[src/rtl/ptpidx_pkg.sv]
// package: offsets, field positions and reset values for the ptp unit bank
package ptpidx_pkg;
  localparam logic [11:0] OFF_INDEX = 12'h0520;
  localparam logic [11:0] OFF_DONE_ERR = 12'h0524;
  localparam logic [11:0] OFF_IRQ_STAT = 12'h0528;
  localparam logic [11:0] OFF_STAMP_CTRL = 12'h052C;
  localparam logic [11:0] OFF_NOTIFY = 12'h05B0;
  localparam logic [11:0] OFF_INDEXED_LO = 12'h052C;
  localparam logic [11:0] OFF_INDEXED_HI = 12'h05B3;
  localparam int NUM_OEU = 3;
  localparam int NUM_ISU = 2;
  localparam int POS_STAMP_PTR = 8;
  localparam int POS_OEU_PTR = 0;
  localparam int POS_ERR = 16;
  localparam int POS_DONE = 0;
  localparam int POS_OEU_IRQ = 16;
  localparam int POS_ISU_IRQ = 0;
  localparam int POS_OEU_EN = 3;
  localparam int POS_STAMP_IRQ_EN = 5;
  localparam int POS_NOTIFY = 0;
  localparam logic [1:0] OEU_PTR_RESERVED = 2'h3;
  localparam logic [1:0] OEU_PTR_RST = 2'h0;
  localparam logic STAMP_PTR_RST = 1'b0;
  localparam logic [31:0] ZERO_WORD = 32'h0000_0000;
endpackage : ptpidx_pkg

[src/rtl/ptpidx_bank.sv]
// unit index register and output-event / stamp status flags over apb
// What this block does
// - the stored index chooses which stamp and output-event unit answer accesses in the indexed range.
// - an indexed access reaches only the selected unit and leaves the others untouched.
// - the stamp-unit pointer at bit 8 selects stamp unit 1 when set, unit 0 when clear, reset zero.
// - the two-bit output-event pointer selects unit 0..2, code 11 is reserved, reset 00.
// - a unit's late-error flag in bits 18:16 sets when its target is late while notifying.
// - a late-error flag clears on a written one or when the unit enable is written to zero.
// - a notifying unit's done flag in bits 2:0 sets when its event fires and clears on a written one.
// - setting a late-error or done flag on a notifying unit raises an interrupt request.
// - the global pin-event interrupt is the or of all interrupt status bits.
// - interrupt status bits 18:16 record output-event interrupts, gated by notify, cleared by write.
// - interrupt status bits 1:0 record stamp interrupts, gated by stamp irq enable, cleared by write.
// - an output-event unit enable at bit 3 clears itself when its event is generated.
// - the per-unit stamp interrupt enable sits at bit 5 of the stamp control register.
module ptpidx_bank
  import ptpidx_pkg::*;
(
  // clock and reset
  input wire logic pclk,
  input wire logic presetn,
  // apb slave
  input wire logic psel,
  input wire logic penable,
  input wire logic pwrite,
  input wire logic [11:0] paddr,
  input wire logic [31:0] pwdata,
  output logic [31:0] prdata,
  output logic pready,
  output logic pslverr,
  // unit events, one-cycle pulses from the unit logic
  input wire logic [NUM_OEU-1:0] oeu_fired,
  input wire logic [NUM_OEU-1:0] oeu_late,
  input wire logic [NUM_ISU-1:0] isu_event,
  // unit controls
  output logic [NUM_OEU-1:0] oeu_enable,
  output logic [NUM_OEU-1:0] oeu_notify,
  output logic [NUM_ISU-1:0] isu_irq_enable,
  output logic pin_event_irq
);

  // ************************************************************
  // bus decode
  // ************************************************************
  logic acc;
  logic wr;
  logic in_map;
  logic [NUM_OEU-1:0] oeu_sel;
  logic [NUM_ISU-1:0] isu_sel;
  logic stamp_ptr_r;
  logic [1:0] oeu_ptr_r;
  logic [NUM_OEU-1:0] err_r;
  logic [NUM_OEU-1:0] done_r;
  logic [NUM_OEU-1:0] oeu_irq_r;
  logic [NUM_ISU-1:0] isu_irq_r;
  logic [NUM_OEU-1:0] en_r;
  logic [NUM_OEU-1:0] notify_r;
  logic [NUM_ISU-1:0] isu_ie_r;
  logic [NUM_OEU-1:0] en_cleared;

  assign acc = psel && penable;
  assign wr = acc && pwrite;
  // zero wait states: every access completes in its first access cycle
  assign pready = 1'b1;
  assign in_map = (paddr == OFF_INDEX) || (paddr == OFF_DONE_ERR) ||
                  (paddr == OFF_IRQ_STAT) || (paddr == OFF_STAMP_CTRL) ||
                  (paddr == OFF_NOTIFY);
  assign pslverr = acc && !in_map;

  // ************************************************************
  // unit index
  // ************************************************************
  always_ff @(posedge pclk or negedge presetn) begin
    if (!presetn) begin
      stamp_ptr_r <= STAMP_PTR_RST;
      oeu_ptr_r <= OEU_PTR_RST;
    end else if (wr && paddr == OFF_INDEX) begin
      stamp_ptr_r <= pwdata[POS_STAMP_PTR];
      // reserved code is kept out so no phantom unit is ever addressed
      if (pwdata[POS_OEU_PTR+:2] != OEU_PTR_RESERVED) begin
        oeu_ptr_r <= pwdata[POS_OEU_PTR+:2];
      end
    end
  end

  // ************************************************************
  // per-unit controls in the indexed range
  // ************************************************************
  genvar gi;
  generate
    for (gi = 0; gi < NUM_OEU; gi++) begin : g_oeu
      assign oeu_sel[gi] = (oeu_ptr_r == 2'(gi));
      assign en_cleared[gi] = wr && oeu_sel[gi] &&
        paddr == OFF_STAMP_CTRL && !pwdata[POS_OEU_EN];
      always_ff @(posedge pclk or negedge presetn) begin
        if (!presetn) begin
          en_r[gi] <= 1'b0;
          notify_r[gi] <= 1'b0;
        end else begin
          if (oeu_fired[gi]) begin
            en_r[gi] <= 1'b0;
          end else if (wr && oeu_sel[gi] && paddr == OFF_STAMP_CTRL) begin
            en_r[gi] <= pwdata[POS_OEU_EN];
          end
          if (wr && oeu_sel[gi] && paddr == OFF_NOTIFY) begin
            notify_r[gi] <= pwdata[POS_NOTIFY];
          end
        end
      end
      // status flags: set beats clear
      always_ff @(posedge pclk or negedge presetn) begin
        if (!presetn) begin
          err_r[gi] <= 1'b0;
          done_r[gi] <= 1'b0;
          oeu_irq_r[gi] <= 1'b0;
        end else begin
          if (oeu_late[gi] && notify_r[gi]) begin
            err_r[gi] <= 1'b1;
          end else if ((wr && paddr == OFF_DONE_ERR &&
                        pwdata[POS_ERR+gi]) || en_cleared[gi]) begin
            err_r[gi] <= 1'b0;
          end
          if (oeu_fired[gi] && notify_r[gi]) begin
            done_r[gi] <= 1'b1;
          end else if (wr && paddr == OFF_DONE_ERR && pwdata[POS_DONE+gi]) begin
            done_r[gi] <= 1'b0;
          end
          if ((oeu_late[gi] || oeu_fired[gi]) && notify_r[gi]) begin
            oeu_irq_r[gi] <= 1'b1;
          end else if (wr && paddr == OFF_IRQ_STAT &&
                       pwdata[POS_OEU_IRQ+gi]) begin
            oeu_irq_r[gi] <= 1'b0;
          end
        end
      end
    end
    for (gi = 0; gi < NUM_ISU; gi++) begin : g_isu
      assign isu_sel[gi] = (stamp_ptr_r == 1'(gi));
      always_ff @(posedge pclk or negedge presetn) begin
        if (!presetn) begin
          isu_ie_r[gi] <= 1'b0;
          isu_irq_r[gi] <= 1'b0;
        end else begin
          if (wr && isu_sel[gi] && paddr == OFF_STAMP_CTRL) begin
            isu_ie_r[gi] <= pwdata[POS_STAMP_IRQ_EN];
          end
          if (isu_event[gi] && isu_ie_r[gi]) begin
            isu_irq_r[gi] <= 1'b1;
          end else if (wr && paddr == OFF_IRQ_STAT &&
                       pwdata[POS_ISU_IRQ+gi]) begin
            isu_irq_r[gi] <= 1'b0;
          end
        end
      end
    end
  endgenerate

  assign oeu_enable = en_r;
  assign oeu_notify = notify_r;
  assign isu_irq_enable = isu_ie_r;
  // the global bit is purely combinational so it drops with the last clear
  assign pin_event_irq = (|oeu_irq_r) || (|isu_irq_r);

  // ************************************************************
  // read mux
  // ************************************************************
  logic [31:0] rd_nxt;
  always_comb begin
    rd_nxt = ZERO_WORD;
    if (paddr == OFF_INDEX) begin
      rd_nxt[POS_STAMP_PTR] = stamp_ptr_r;
      rd_nxt[POS_OEU_PTR+:2] = oeu_ptr_r;
    end else if (paddr == OFF_DONE_ERR) begin
      rd_nxt[POS_ERR+:NUM_OEU] = err_r;
      rd_nxt[POS_DONE+:NUM_OEU] = done_r;
    end else if (paddr == OFF_IRQ_STAT) begin
      rd_nxt[POS_OEU_IRQ+:NUM_OEU] = oeu_irq_r;
      rd_nxt[POS_ISU_IRQ+:NUM_ISU] = isu_irq_r;
    end else if (paddr == OFF_STAMP_CTRL) begin
      rd_nxt[POS_OEU_EN] = |(en_r & oeu_sel);
      rd_nxt[POS_STAMP_IRQ_EN] = |(isu_ie_r & isu_sel);
    end else if (paddr == OFF_NOTIFY) begin
      rd_nxt[POS_NOTIFY] = |(notify_r & oeu_sel);
    end
  end

  // read data is registered during the setup cycle
  always_ff @(posedge pclk or negedge presetn) begin
    if (!presetn) begin
      prdata <= ZERO_WORD;
    end else if (psel && !penable && !pwrite) begin
      prdata <= rd_nxt;
    end
  end
endmodule : ptpidx_bank

[config.mk]
export PLATFORM = sky130hd
export DESIGN_NAME = ptpidx_bank
export DESIGN_NICKNAME = d
export VERILOG_FILES = /design/src/rtl/ptpidx_pkg.sv /design/src/rtl/ptpidx_bank.sv
export SDC_FILE = /design/constraint.sdc
export NUM_CORES = 1
export LEC_CHECK = 0
export ABC_AREA = 1
export BUFFER_PORTS_ARGS = -buffer_cell sky130_fd_sc_hd__buf_2
export CAP_MARGIN = 20
export CORE_UTILIZATION = 47
export CTS_BUF_LIST = sky130_fd_sc_hd__clkbuf_4 sky130_fd_sc_hd__clkbuf_8
export CTS_CLUSTER_DIAMETER = 40
export CTS_CLUSTER_SIZE = 20
export DETAILED_ROUTE_END_ITERATION = 16
export GPL_TIMING_DRIVEN = 0
export PLACE_DENSITY_LB_ADDON = 0.1
export SETUP_SLACK_MARGIN = 0.4
export SLEW_MARGIN = 30
export SYNTH_ARGS = -nofsm -noshare
export SYNTH_HDL_FRONTEND = slang
export SYNTH_SLANG_ARGS = --single-unit
[constraint.sdc]
create_clock -name pclk -period 1.6 [get_ports pclk]
set_clock_uncertainty 0.1 [all_clocks]
set_input_delay 0.16 -clock pclk [delete_from_list [all_inputs] [get_ports pclk]]
set_output_delay 0.16 -clock pclk [all_outputs]
set_load 0.01 [all_outputs]
**Word-level counts from Yosys, hierarchy flattened**

Index checks and enable logic that the tools add are counted.

- $add $sub $neg: 0
- $mul: 0
- Div/mod/pow operators: 0
- Order comparisons: 0
- Equality and inequality tests: 8
- Shifts and indexed selects: 0
- Multiplexer cells: 47
- Bitwise operators: 4
- Reduce and logical (&&, ||, !) cells: 82

Operator list:

| cell | count |
|---|---|
| 12-bit by 11-bit == test with 1-bit output (second input constant) | 5 |
| 1-bit logical AND | 46 |
| 1-bit two-way mux | 41 |
| 2-bit nonzero test | 14 |
| 1-bit logical OR | 11 |
| 3-bit two-way mux | 3 |
| 3-bit OR reduction | 3 |
| 3-bit bitwise AND | 2 |
| 2-bit two-way mux | 3 |
| 1-bit zero test | 4 |
| 2-bit OR reduction | 2 |
| 2-bit bitwise AND | 1 |
| 2-bit by 1-bit == test with 1-bit output (second input constant) | 1 |
| 2-bit == test (second input constant) | 1 |
| 2-bit zero test | 1 |
| 2-bit inequality test (second input constant) | 1 |
| 2-bit AND reduction | 1 |
| 1-bit inverter | 1 |

- Register bits: 31
- Latch bits: 0
- Bits in writable memories: 0
- Memory bits (read-only): 0
- Output and inout bits: 43
- Memories: 0

**Logic depth before layout (Yosys ltp)**

Gate-level depths: netlist of run 1.

- Depth in word-level cells: 8
- Depth in mapped cells: 10
- Mapped depth without buffers: 9

**Worst setup path after synthesis of run 1**

Ideal clock, no wire load.

- Kind: input to output
- Start: input paddr[10]
- End: output pslverr
- Arrival time: 0.946 ns
- Setup slack: 0.394 ns
- Stages on the path: 8
- Buffers on the path: 1
- Path through: nand2_1 inv_1 nand2_2 nor2_4 buf_6 nand2_2 nand3_1 nor3_1

- Word-level cells in the longest chain between the ends: 7
- Elaborated cells on any way between the ends: 11

RTL lines:

| element | RTL line | RTL |
|---|---|---|
| from (decl) | ptpidx_bank.sv:26 | `input wire logic [11:0] paddr,` |
| 12-bit by 11-bit == test with 1-bit output | ptpidx_bank.sv:65 | `assign in_map = (paddr == OFF_INDEX) \|\| (paddr == OFF_DONE_ERR) \|\|` |
| 1-bit logical OR (2 in series) | ptpidx_bank.sv:65 |  |
| 1-bit logical OR | ptpidx_bank.sv:66 | `(paddr == OFF_IRQ_STAT) \|\| (paddr == OFF_STAMP_CTRL) \|\|` |
| 1-bit logical OR * | ptpidx_bank.sv:66 |  |
| 1-bit zero test * | ptpidx_bank.sv:68 | `assign pslverr = acc && !in_map;` |
| 1-bit logical AND * | ptpidx_bank.sv:68 |  |
| to (decl) | ptpidx_bank.sv:30 | `output logic pslverr,` |

Every way passes the cells marked *; elsewhere a longest branch is shown, timed or not.

**Final worst setup path of run 1**

- Start: input paddr[3]
- End: output pslverr

The elaborated chain is that of the path after synthesis.

==> results of run 1 <==
==> per-layer routing <==
metal | global-route usage | vias to the layer above | wire, µm
li1 | - | 1013 | -
met1 | 0.316 | 970 | 2350
met2 | 0.439 | 97 | 2750
met3 | 0.0466 | 8 | 399
met4 | 0.0824 | 0 | 61
met5 | 0 | - | 0
==> flip-flops by register name, indices dropped and copies added, names as in the netlist, 2 cells and up <==
signal and flops:
oeu_notify 3, err_r 3, done_r 3, oeu_enable 3, prdata 9, oeu_ptr_r 2
oeu_irq_r 3, isu_irq_enable 2, isu_irq_r 2
==> cell families (layout without fill, tap and decap cells) <==
group                  Yosys count  after routing
other                            2             24
AND/OR/NAND/NOR                153            153
flip-flops                      31             31
AO/OA/AOI/OAI                   20             20
buffers and inverters           62            151
multiplexers                     1              1
==> worst min-delay path by stage <==
| stage | start | endpoint | slack, ns | depth (start not counted) |
|---|---|---|---|---|
| floorplan | presetn | done_r[0] | -0.24 | 0 |
| global placement | presetn | prdata[2] | 0.15 | 1 |
| detailed placement | presetn | prdata[2] | 0.15 | 1 |
| CTS | pwdata[8] | stamp_ptr_r | 0.02 | 3 |
| global route | oeu_fired[0] | oeu_enable[0] | 0.03 | 4 |
| finish | oeu_late[1] | err_r[1] | 0.02 | 3 |
==> Yosys cell counts <==
cell / number / share of area
a21oi_1: 5 / 0.013
buf_4: 24 / 0.093
buf_6: 2 / 0.012
clkbuf_1: 1 / 0.0019
conb_1: 2 / 0.0039
dfrtp_1: 31 / 0.40
inv_1: 34 / 0.066
inv_2: 1 / 0.0019
mux2i_1: 1 / 0.0052
nand2_1: 83 / 0.16
nand2_2: 4 / 0.013
nand3_1: 25 / 0.065
nand3_2: 1 / 0.0052
nand3b_1: 1 / 0.0039
nand4_1: 7 / 0.023
nor2_1: 18 / 0.035
nor2_2: 5 / 0.016
nor2_4: 3 / 0.018
nor3_1: 4 / 0.010
nor3_2: 1 / 0.0052
o21ai_0: 6 / 0.016
o21ai_1: 6 / 0.016
o21bai_1: 1 / 0.0039
o22ai_1: 1 / 0.0032
o31ai_1: 1 / 0.0039
or2_2: 1 / 0.0032
==> critical path, cell delays in order <==
cell	delay (ns)
buf_2	0.11
inv_2	0.08
nand2_1	0.09
nor2_4	0.22
nand2_1	0.12
nor2_4	0.13
nor3_2	0.06
buf_2	0.14
==> where the power goes <==
part           switching [W]  internal [W]  total (W)  leakage, nW
clock               0.000284      0.000338   0.000622       0.0491
sequential        0.00000327      0.000790   0.000793        0.423
combinational       0.000135      0.000113   0.000248         1.15
==> through the flow <==
stage / hold slack (ns) / area, µm² / total power, W / setup slack (ns)
2_1_floorplan: -0.236 / 2020 / 0.000934 / 0.414
3_3_place_gp: 0.146 / 2340 / 0.00101 / 0.183
3_5_place_dp: 0.148 / 2340 / 0.00102 / 0.168
4_1_cts: 0.0176 / 2640 / 0.00165 / 0.260
5_1_grt: 0.0264 / 2840 / 0.00174 / 0.189
6_report: 0.0187 / 2840 / 0.00166 / 0.237
==> cell type report <==
type,count,area share
plain buffers,27,0.0728
clock buffers,7,0.0296
clock inverters,1,0.00177
inverters,35,0.0472
multi-input cells,198,0.367
flip-flops and latches,31,0.274
well taps,48,0.0212
repair buffers,81,0.186
==> repair_timing <==
| item | in CTS | in global routing |
|---|---|---|
| endpoints found under the hold margin | 34 | 0 |
| pin swaps | 12 | 27 |
| resized for setup | 20 | 35 |
| endpoints found under the setup margin | 11 | 21 |
| hold buffers | 4 | 0 |
| setup buffers | 16 | 9 |
==> results.md, run 1 <==
- Critical path origin: paddr[3]
- Largest net degree at the start of global routing: 32
- Slew Limit Fails: 0
- Area Overhead vs Synth: 47.0%
- Complex-gate fraction of the synthesized area: 0.0551
- Clock slew at reported path FFs: 0.06 ns
- GRT Total Usage: 0.253
- Yosys warns: 0
- Synth Register Bits: 31
- DRC: 0
- First-pass GRT wire length: 8.22 mm
- Max-Cap Viols: 0
- Die Ht: 66.1 µm
- Layout cell share with drive strength beyond 1: 0.416
- Storage element area: 778 µm²
- Period utilization: 0.852
- Cells after synthesis: 269
- Simple-gate area share of the yosys netlist: 0.359
- Vias: 2,088
- PwrDens: 587 nW/µm²
- Post-synthesis adder-cell area fraction: 0
- Commonest non-fill, non-tap cell in the layout: nand2_1
- Initial antenna violation count: 0
- Post-Syn Area: 1930 µm²
- Crit path kind: in2out
- Crit-path max FO: 6
- FF-to-FF Start: oeu_ptr_r[1]
- Post-synthesis sequential area ratio: 0.402
- Hold Vio Cnt, Final: 0
- Clock Path Buffers: 2
- Initial Utilization: 0.508
- Filler cells: 291
- Clk_lat worst skew: 0.28 ns
- Total die area: 4370 µm²
- Multiplexer share of the synthesized area: 0.00519
- Worst R2R Path Depth: 6
- Fmax: 734 MHz
- Setup TNS: 0 ns
- Multi-input gate area: 1040 µm²
- 1st-pass router iterations: 4
- Most frequent cells in the layout: nand2_1 (74), buf_2 (48), buf_4 (44), dfrtp_1 (29), inv_1 (27)
- GP Congestion: 0.846
- Worst Hold Class: in2reg
- Worst-case vdd ir drop: 447 µV
- Clk sinks: 31
- Core Footprint: 3800 µm²
- Vias per inst: 4.88
- Final Util: 0.746
- Reg2reg end: err_r[0]
- Main combinational cell family by area after synthesis: simple AND/OR/NAND/NOR gates
- Vias in the first global route: 1,852
- Antenna cells: 0
- Non-filler cells, final: 428
- CP endpoint kind: primary output
- Pleak: 1.63 nW
- Placed insts: 391
- Gr ovfl total: 0
- Xor/xnor share of the synthesized area: 0
- Port bufs: 52
- Tmin final: 1.36 ns
- CTS tree: yes
- Number of CTS-inserted buffers: 5
- DR WL/cell: 13.0 µm
- Drt total wl: 5.56 mm
- Rows: 22
- RSZ-0062 raised after global routing: true
- Syn Area/Cell: 7.17 µm²
- Root Driver: clkbuf_8
- # IOs: 100
- First DRT Iteration DRCs: 125
- Post-DP HPWL: 3.57 mm
- ANT nets after route: 0
- Crit path capture: pslverr
- Fin nets: 436
- Netlist cell types: 26
- Setup Viol. Count Final: 0
- Critical path data required time: 1.34 ns
- Critical path launch point type: input port
- Maximum level of the CTS H-tree: 2
- Die X: 66.1 µm
- Status: finished, final reports clean
- CP Data Arrival Time: 1.10 ns
- Worst R2R Setup Slack: 0.24 ns
No activity file was read; power rests on OpenSTA's default activity.
==> run 2, diff against run 1 <==
CORE_UTILIZATION = 42   (was 47)
clock period = 1.2 ns   (was 1.6 ns; I/O delays follow)
==> run 2 against run 1 <==
The flow now finishes with violations (negative hold slack, negative setup slack); sequential cell count unchanged; non-clock buffer count up 17; register-to-register slack worse by 0.34 ns.
==> results.md, run 2 (synthesized netlist as in run 1, its figures left out) <==
- Core Footprint: 4380 µm²
- Die Ht: 69.8 µm
- Rows: 24
- Most frequent cells in the layout: nand2_1 (73), buf_4 (54), buf_2 (39), dfrtp_1 (27)
- Critical path launch point type: flop
- PwrDens: 707 nW/µm²
- Max-slew headroom at the worst pin: 0.544
- Vias in the first global route: 2,032
- Vias per inst: 4.89
- DR WL/cell: 14.2 µm
- Pleak: 1.81 nW
- Final Util: 0.755
- Max reg flops: 9
- Largest net degree at the start of global routing: 32
- Root Driver: clkbuf_8
- Fmax: 766 MHz
- Vias: 2,195
- Worst-case vdd ir drop: 763 µV
- Number of CTS-inserted buffers: 5
- Port bufs: 52
- Crit path kind: reg2reg
- Critical path data required time: 1.28 ns
- CP endpoint kind: flop
- First DRT Iteration DRCs: 149
- DRC: 0
- Crit-path max FO: 5
- WHS: -0.245 ns
- # IOs: 100
- ANT nets after route: 0
- Cell Chain, Critical Path: buf_6 -> nand2_4 -> nor2_4 -> nand4_1 -> nand3_1 -> nand2_1
- Die X: 69.8 µm
- Max-Cap Viols: 0
- Design Power: 0.00234 W
- Status: finished with violations
- Setup Viol. Count Final: 12
- Antenna cells: 0
- Total die area: 4870 µm²
- Placed insts: 395
- Post-DP HPWL: 3.75 mm
- Fin nets: 453
- Non-filler cells, final: 449
- Maximum level of the CTS H-tree: 2
- RSZ-0062 raised after global routing: true
- Worst R2R Setup Slack: -0.11 ns
- Setup TNS: -0.872 ns
- 1st-pass router iterations: 4
- GP Congestion: 0.859
- Tmin final: 1.31 ns
- Buf+Inv Stages, Crit Path: 1
- Period utilization: 1.09
- Biggest register: prdata
- Slew Limit Fails: 0
- CTS tree: yes
- Hold buffer count at cts: 3
- Worst path slowest cell: dfrtp_2
- Initial antenna violation count: 0
- Delay-heaviest family, CP: simple AND/OR/NAND/NOR gates
- Clk_lat worst skew: 0.29 ns
- GRT Total Usage: 0.247
- Clock Path Buffers: 2
- Commonest non-fill, non-tap cell in the layout: nand2_1
- Final WS setup: -0.106 ns
- CP Data Arrival Time: 1.39 ns
- Clk sinks: 31
- Initial Utilization: 0.440
- Filler cells: 306
- Worst Hold Class: in2async
- Worst slew pin tran: 0.684 ns
- Max stage delay on crit path: 0.47 ns
- Layout cell share with drive strength beyond 1: 0.509
- Hold Vio Cnt, Final: 42
- Area Overhead vs Synth: 71.5%
- First-pass GRT wire length: 9.32 mm
- Clock slew at reported path FFs: 0.07 ns
- Failing checks: negative hold slack, negative setup slack
- Gr ovfl total: 0
- Drt total wl: 6.39 mm
run 2: cell count changes in the layout (fill, tap and decap cells not counted), moves of 5 or more:
cell and delta:
buf_6 +14, buf_4 +10, buf_2 -9, inv_1 -6, nand2_2 -5, nand3_1 -5
run 2: through the flow:
stage	instance area, µm²	setup WS, ns
detailed placement	2450	-0.293
global route	3310	-0.177
finish	3310	-0.106
CTS	3070	-0.0986
global placement	2450	-0.249
floorplan	2120	0.0738
run 2: layer usage:
layer / GRT usage / vias up / wire (µm)
met5: 0 / - / 0
met4: 0.120 / 0 / 140
met3: 0.0523 / 21 / 437
met2: 0.395 / 95 / 3130
met1: 0.318 / 1029 / 2680
li1: - / 1050 / -
run 2: cell type report:
class | instances | area [µm²] | share of cell area
multi-input combinational | 198 | 1220 | 0.369
sequential | 31 | 781 | 0.236
timing repair buffer | 98 | 768 | 0.232
buffer | 27 | 208 | 0.0628
inverter | 35 | 178 | 0.0537
clock buffer | 7 | 83.8 | 0.0253
tap | 52 | 65.1 | 0.0197
clock inverter | 1 | 5.00 | 0.00151
run 2: where the power goes:
| group | internal, W | switching (W) | leakage, nW | total (W) |
|---|---|---|---|---|
| sequential | 0.00105 | 0.00000560 | 0.419 | 0.00106 |
| clock | 0.000451 | 0.000406 | 0.0491 | 0.000858 |
| combinational | 0.000199 | 0.000222 | 1.34 | 0.000421 |
| total | 0.00170 | 0.000634 | 1.81 | 0.00234 |
run 2: worst register-to-register path, stage by stage (launching register included):
cell	delay, ns
dfrtp_2	0.47
buf_6	0.14
nand2_4	0.06
nor2_4	0.12
nand4_1	0.15
nand3_1	0.11
nand2_1	0.05
run 2: timing repair:
action	CTS	global route
endpoints found under the hold margin	46	37
setup buffers	31	11
resized for setup	75	36
pin swaps	37	25
gates cloned	1	0
setup endpoints to repair	50	50
run 2: worst paths after layout:
path	from	end	depth (start not counted)
max in group asynchronous	presetn	oeu_notify[2]	1
worst max-delay path	oeu_ptr_r[1]	err_r[2]	6
worst min-delay path	presetn	prdata[8]	1
worst max register to register	oeu_ptr_r[1]	err_r[2]	6
min in group pclk	oeu_late[0]	err_r[0]	3
worst min register to register	done_r[1]	done_r[1]	2
==> run 3, diff against run 2 <==
PLACE_DENSITY_LB_ADDON = 0.05   (was 0.1)
==> run 3 against run 2 <==
The flow still finishes with violations (negative hold slack, negative setup slack); combinational power fell by 8.6%; critical path depth rose by 2; setup slack got worse by 0.039 ns; sequential cell count did not move; largest cell class unchanged; largest power group is now clock; highest routed layer unchanged.
==> results.md, run 3 (synthesized netlist as in run 1, its figures left out) <==
- Status: finished with violations
- Failing checks: negative hold slack, negative setup slack
- Fin nets: 454
- WHS: -0.213 ns
- Worst Hold Class: in2async
- Largest net degree at the start of global routing: 32
- Filler cells: 337
- Clock slew at reported path FFs: 0.07 ns
- CP endpoint kind: flop
- DRC: 0
- Antenna cells: 0
- Max-Cap Viols: 0
- Port bufs: 52
- ANT nets after route: 0
- First-pass GRT wire length: 9.03 mm
- Storage element area: 778 µm²
- DR WL/cell: 12.8 µm
- CTS tree: yes
- Tmin final: 1.35 ns
- Max-slew headroom at the worst pin: 0.528
- First DRT Iteration DRCs: 111
- Vias per inst: 4.80
- Gr ovfl total: 0
- Worst-case vdd ir drop: 740 µV
- Buf+Inv Stages, Crit Path: 2
- Root Driver: clkbuf_8
- Crit-path max FO: 5
- GRT Total Usage: 0.236
- Number of CTS-inserted buffers: 5
- Area Overhead vs Synth: 67.3%
- RSZ-0062 raised after global routing: true
- Clk sinks: 31
- Critical path launch point type: flop
- Pleak: 1.81 nW
- PwrDens: 834 nW/µm²
- Slew Limit Fails: 0
- Hold Vio Cnt, Final: 43
- Multi-input gate area: 1140 µm²
- Vias in the first global route: 1,985
- Finished Cell Area: 3230 µm²
- Die X: 69.8 µm
- Initial antenna violation count: 0
- Rows: 24
- Initial Utilization: 0.440
- Worst path slowest cell: dfrtp_2
- GP Congestion: 0.815
- Setup Viol. Count Final: 13
- Post-DP HPWL: 3.73 mm
- Max stage delay on crit path: 0.45 ns
- Cell Chain, Critical Path: inv_2 -> buf_4 -> nand3_1 -> nand3_1 -> a21oi_1 -> nor2_1 -> nand2_1 -> nand2_1
- Core Footprint: 4380 µm²
- Delay-heaviest family, CP: flip-flops
- Non-filler cells, final: 450
- Max reg flops: 9
- Critical path data required time: 1.27 ns
- Layout cell share with drive strength beyond 1: 0.492
- # IOs: 100
- Clock Path Buffers: 2
- Period utilization: 1.12
- 1st-pass router iterations: 4
- Die Ht: 69.8 µm
- Hold buffer count at cts: 2
- Final WS setup: -0.145 ns
- Commonest non-fill, non-tap cell in the layout: nand2_1
- Fmax: 743 MHz
- Drt total wl: 5.76 mm
- Most frequent cells in the layout: nand2_1 (77), buf_4 (58), buf_2 (43), dfrtp_1 (29), conb_1 (24)
- Total die area: 4870 µm²
- Crit path kind: reg2reg
- Vias: 2,162
- Worst slew pin tran: 0.708 ns
- Cell Area, Placed: 2450 µm²
- Clk_lat worst skew: 0.28 ns
- Placed insts: 395
- CP Data Arrival Time: 1.42 ns
- Biggest register: prdata
- Maximum level of the CTS H-tree: 2
-- run 3: cell count changes in the layout (fill, tap and decap cells not counted), sizes merged --
| cell | delta |
|---|---|
| buf | +2 |
| bufinv | +2 |
| clkinv | -2 |
| clkbuf | -1 |
| dlygate4sd3 | -1 |
| inv | +1 |
-- run 3: worst paths after layout --
kind / start / depth (start not counted) / slack [ns] / endpoint
hold / removal: presetn / 1 / -0.21 / prdata[2]
min in group pclk: pwdata[8] / 3 / -0.05 / stamp_ptr_r
hold reg to reg: done_r[1] / 2 / 0.38 / done_r[1]
setup reg to reg: oeu_ptr_r[1] / 8 / -0.15 / prdata[0]
max in group asynchronous: presetn / 1 / 0.72 / oeu_ptr_r[0]
setup / recovery: oeu_ptr_r[1] / 8 / -0.15 / prdata[0]
-- run 3: what timing repair did --
item	4_1_cts	5_1_grt
resized for setup	23	50
pin swaps	13	36
buffers inserted	34	10
cloned	1	0
endpoints found under the setup margin	50	50
endpoints found under the hold margin	46	41
-- run 3: worst register-to-register path: stages (launching register included) --
cell and delay, ns:
dfrtp_2 0.45, inv_2 0.06, buf_4 0.13, nand3_1 0.07, nand3_1 0.09, a21oi_1 0.14
nor2_1 0.06, nand2_1 0.07, nand2_1 0.05
-- run 3: metal layers --
layer	up-vias	wire [µm]	GRT usage
met4	0	145	0.0667
li1	1057	-	-
met2	105	2780	0.388
met3	16	450	0.0712
met5	-	0	0
met1	984	2380	0.299
-- run 3: area by class of cell --
type                       count  area share
inverter                      35      0.0504
tap                           52      0.0202
multi-input combinational    198       0.354
timing repair buffer          99       0.227
clock buffer                   6      0.0237
sequential                    31       0.241
buffer                        27      0.0655
clock inverter                 2      0.0186
-- run 3: through the flow --
step	hold WS, ns	setup TNS [ns]	util	power, W	worst slack, ns
floorplan	-0.276	0	-	0.00127	0.0738
global placement	0.106	-4.64	0.558	0.00139	-0.263
detailed placement	0.108	-5.05	0.558	0.00139	-0.289
CTS	-0.194	-0.490	0.676	0.00266	-0.0719
global route	-0.177	-1.97	0.736	0.00280	-0.221
finish	-0.213	-1.03	0.736	0.00269	-0.145
-- run 3: report_power, final --
part | internal [W] | leakage [nW] | switching [W]
Clock | 0.000853 | 0.0688 | 0.000392
Sequential | 0.00105 | 0.423 | 0.00000641
Combinational | 0.000177 | 1.32 | 0.000208
Total | 0.00208 | 1.81 | 0.000607
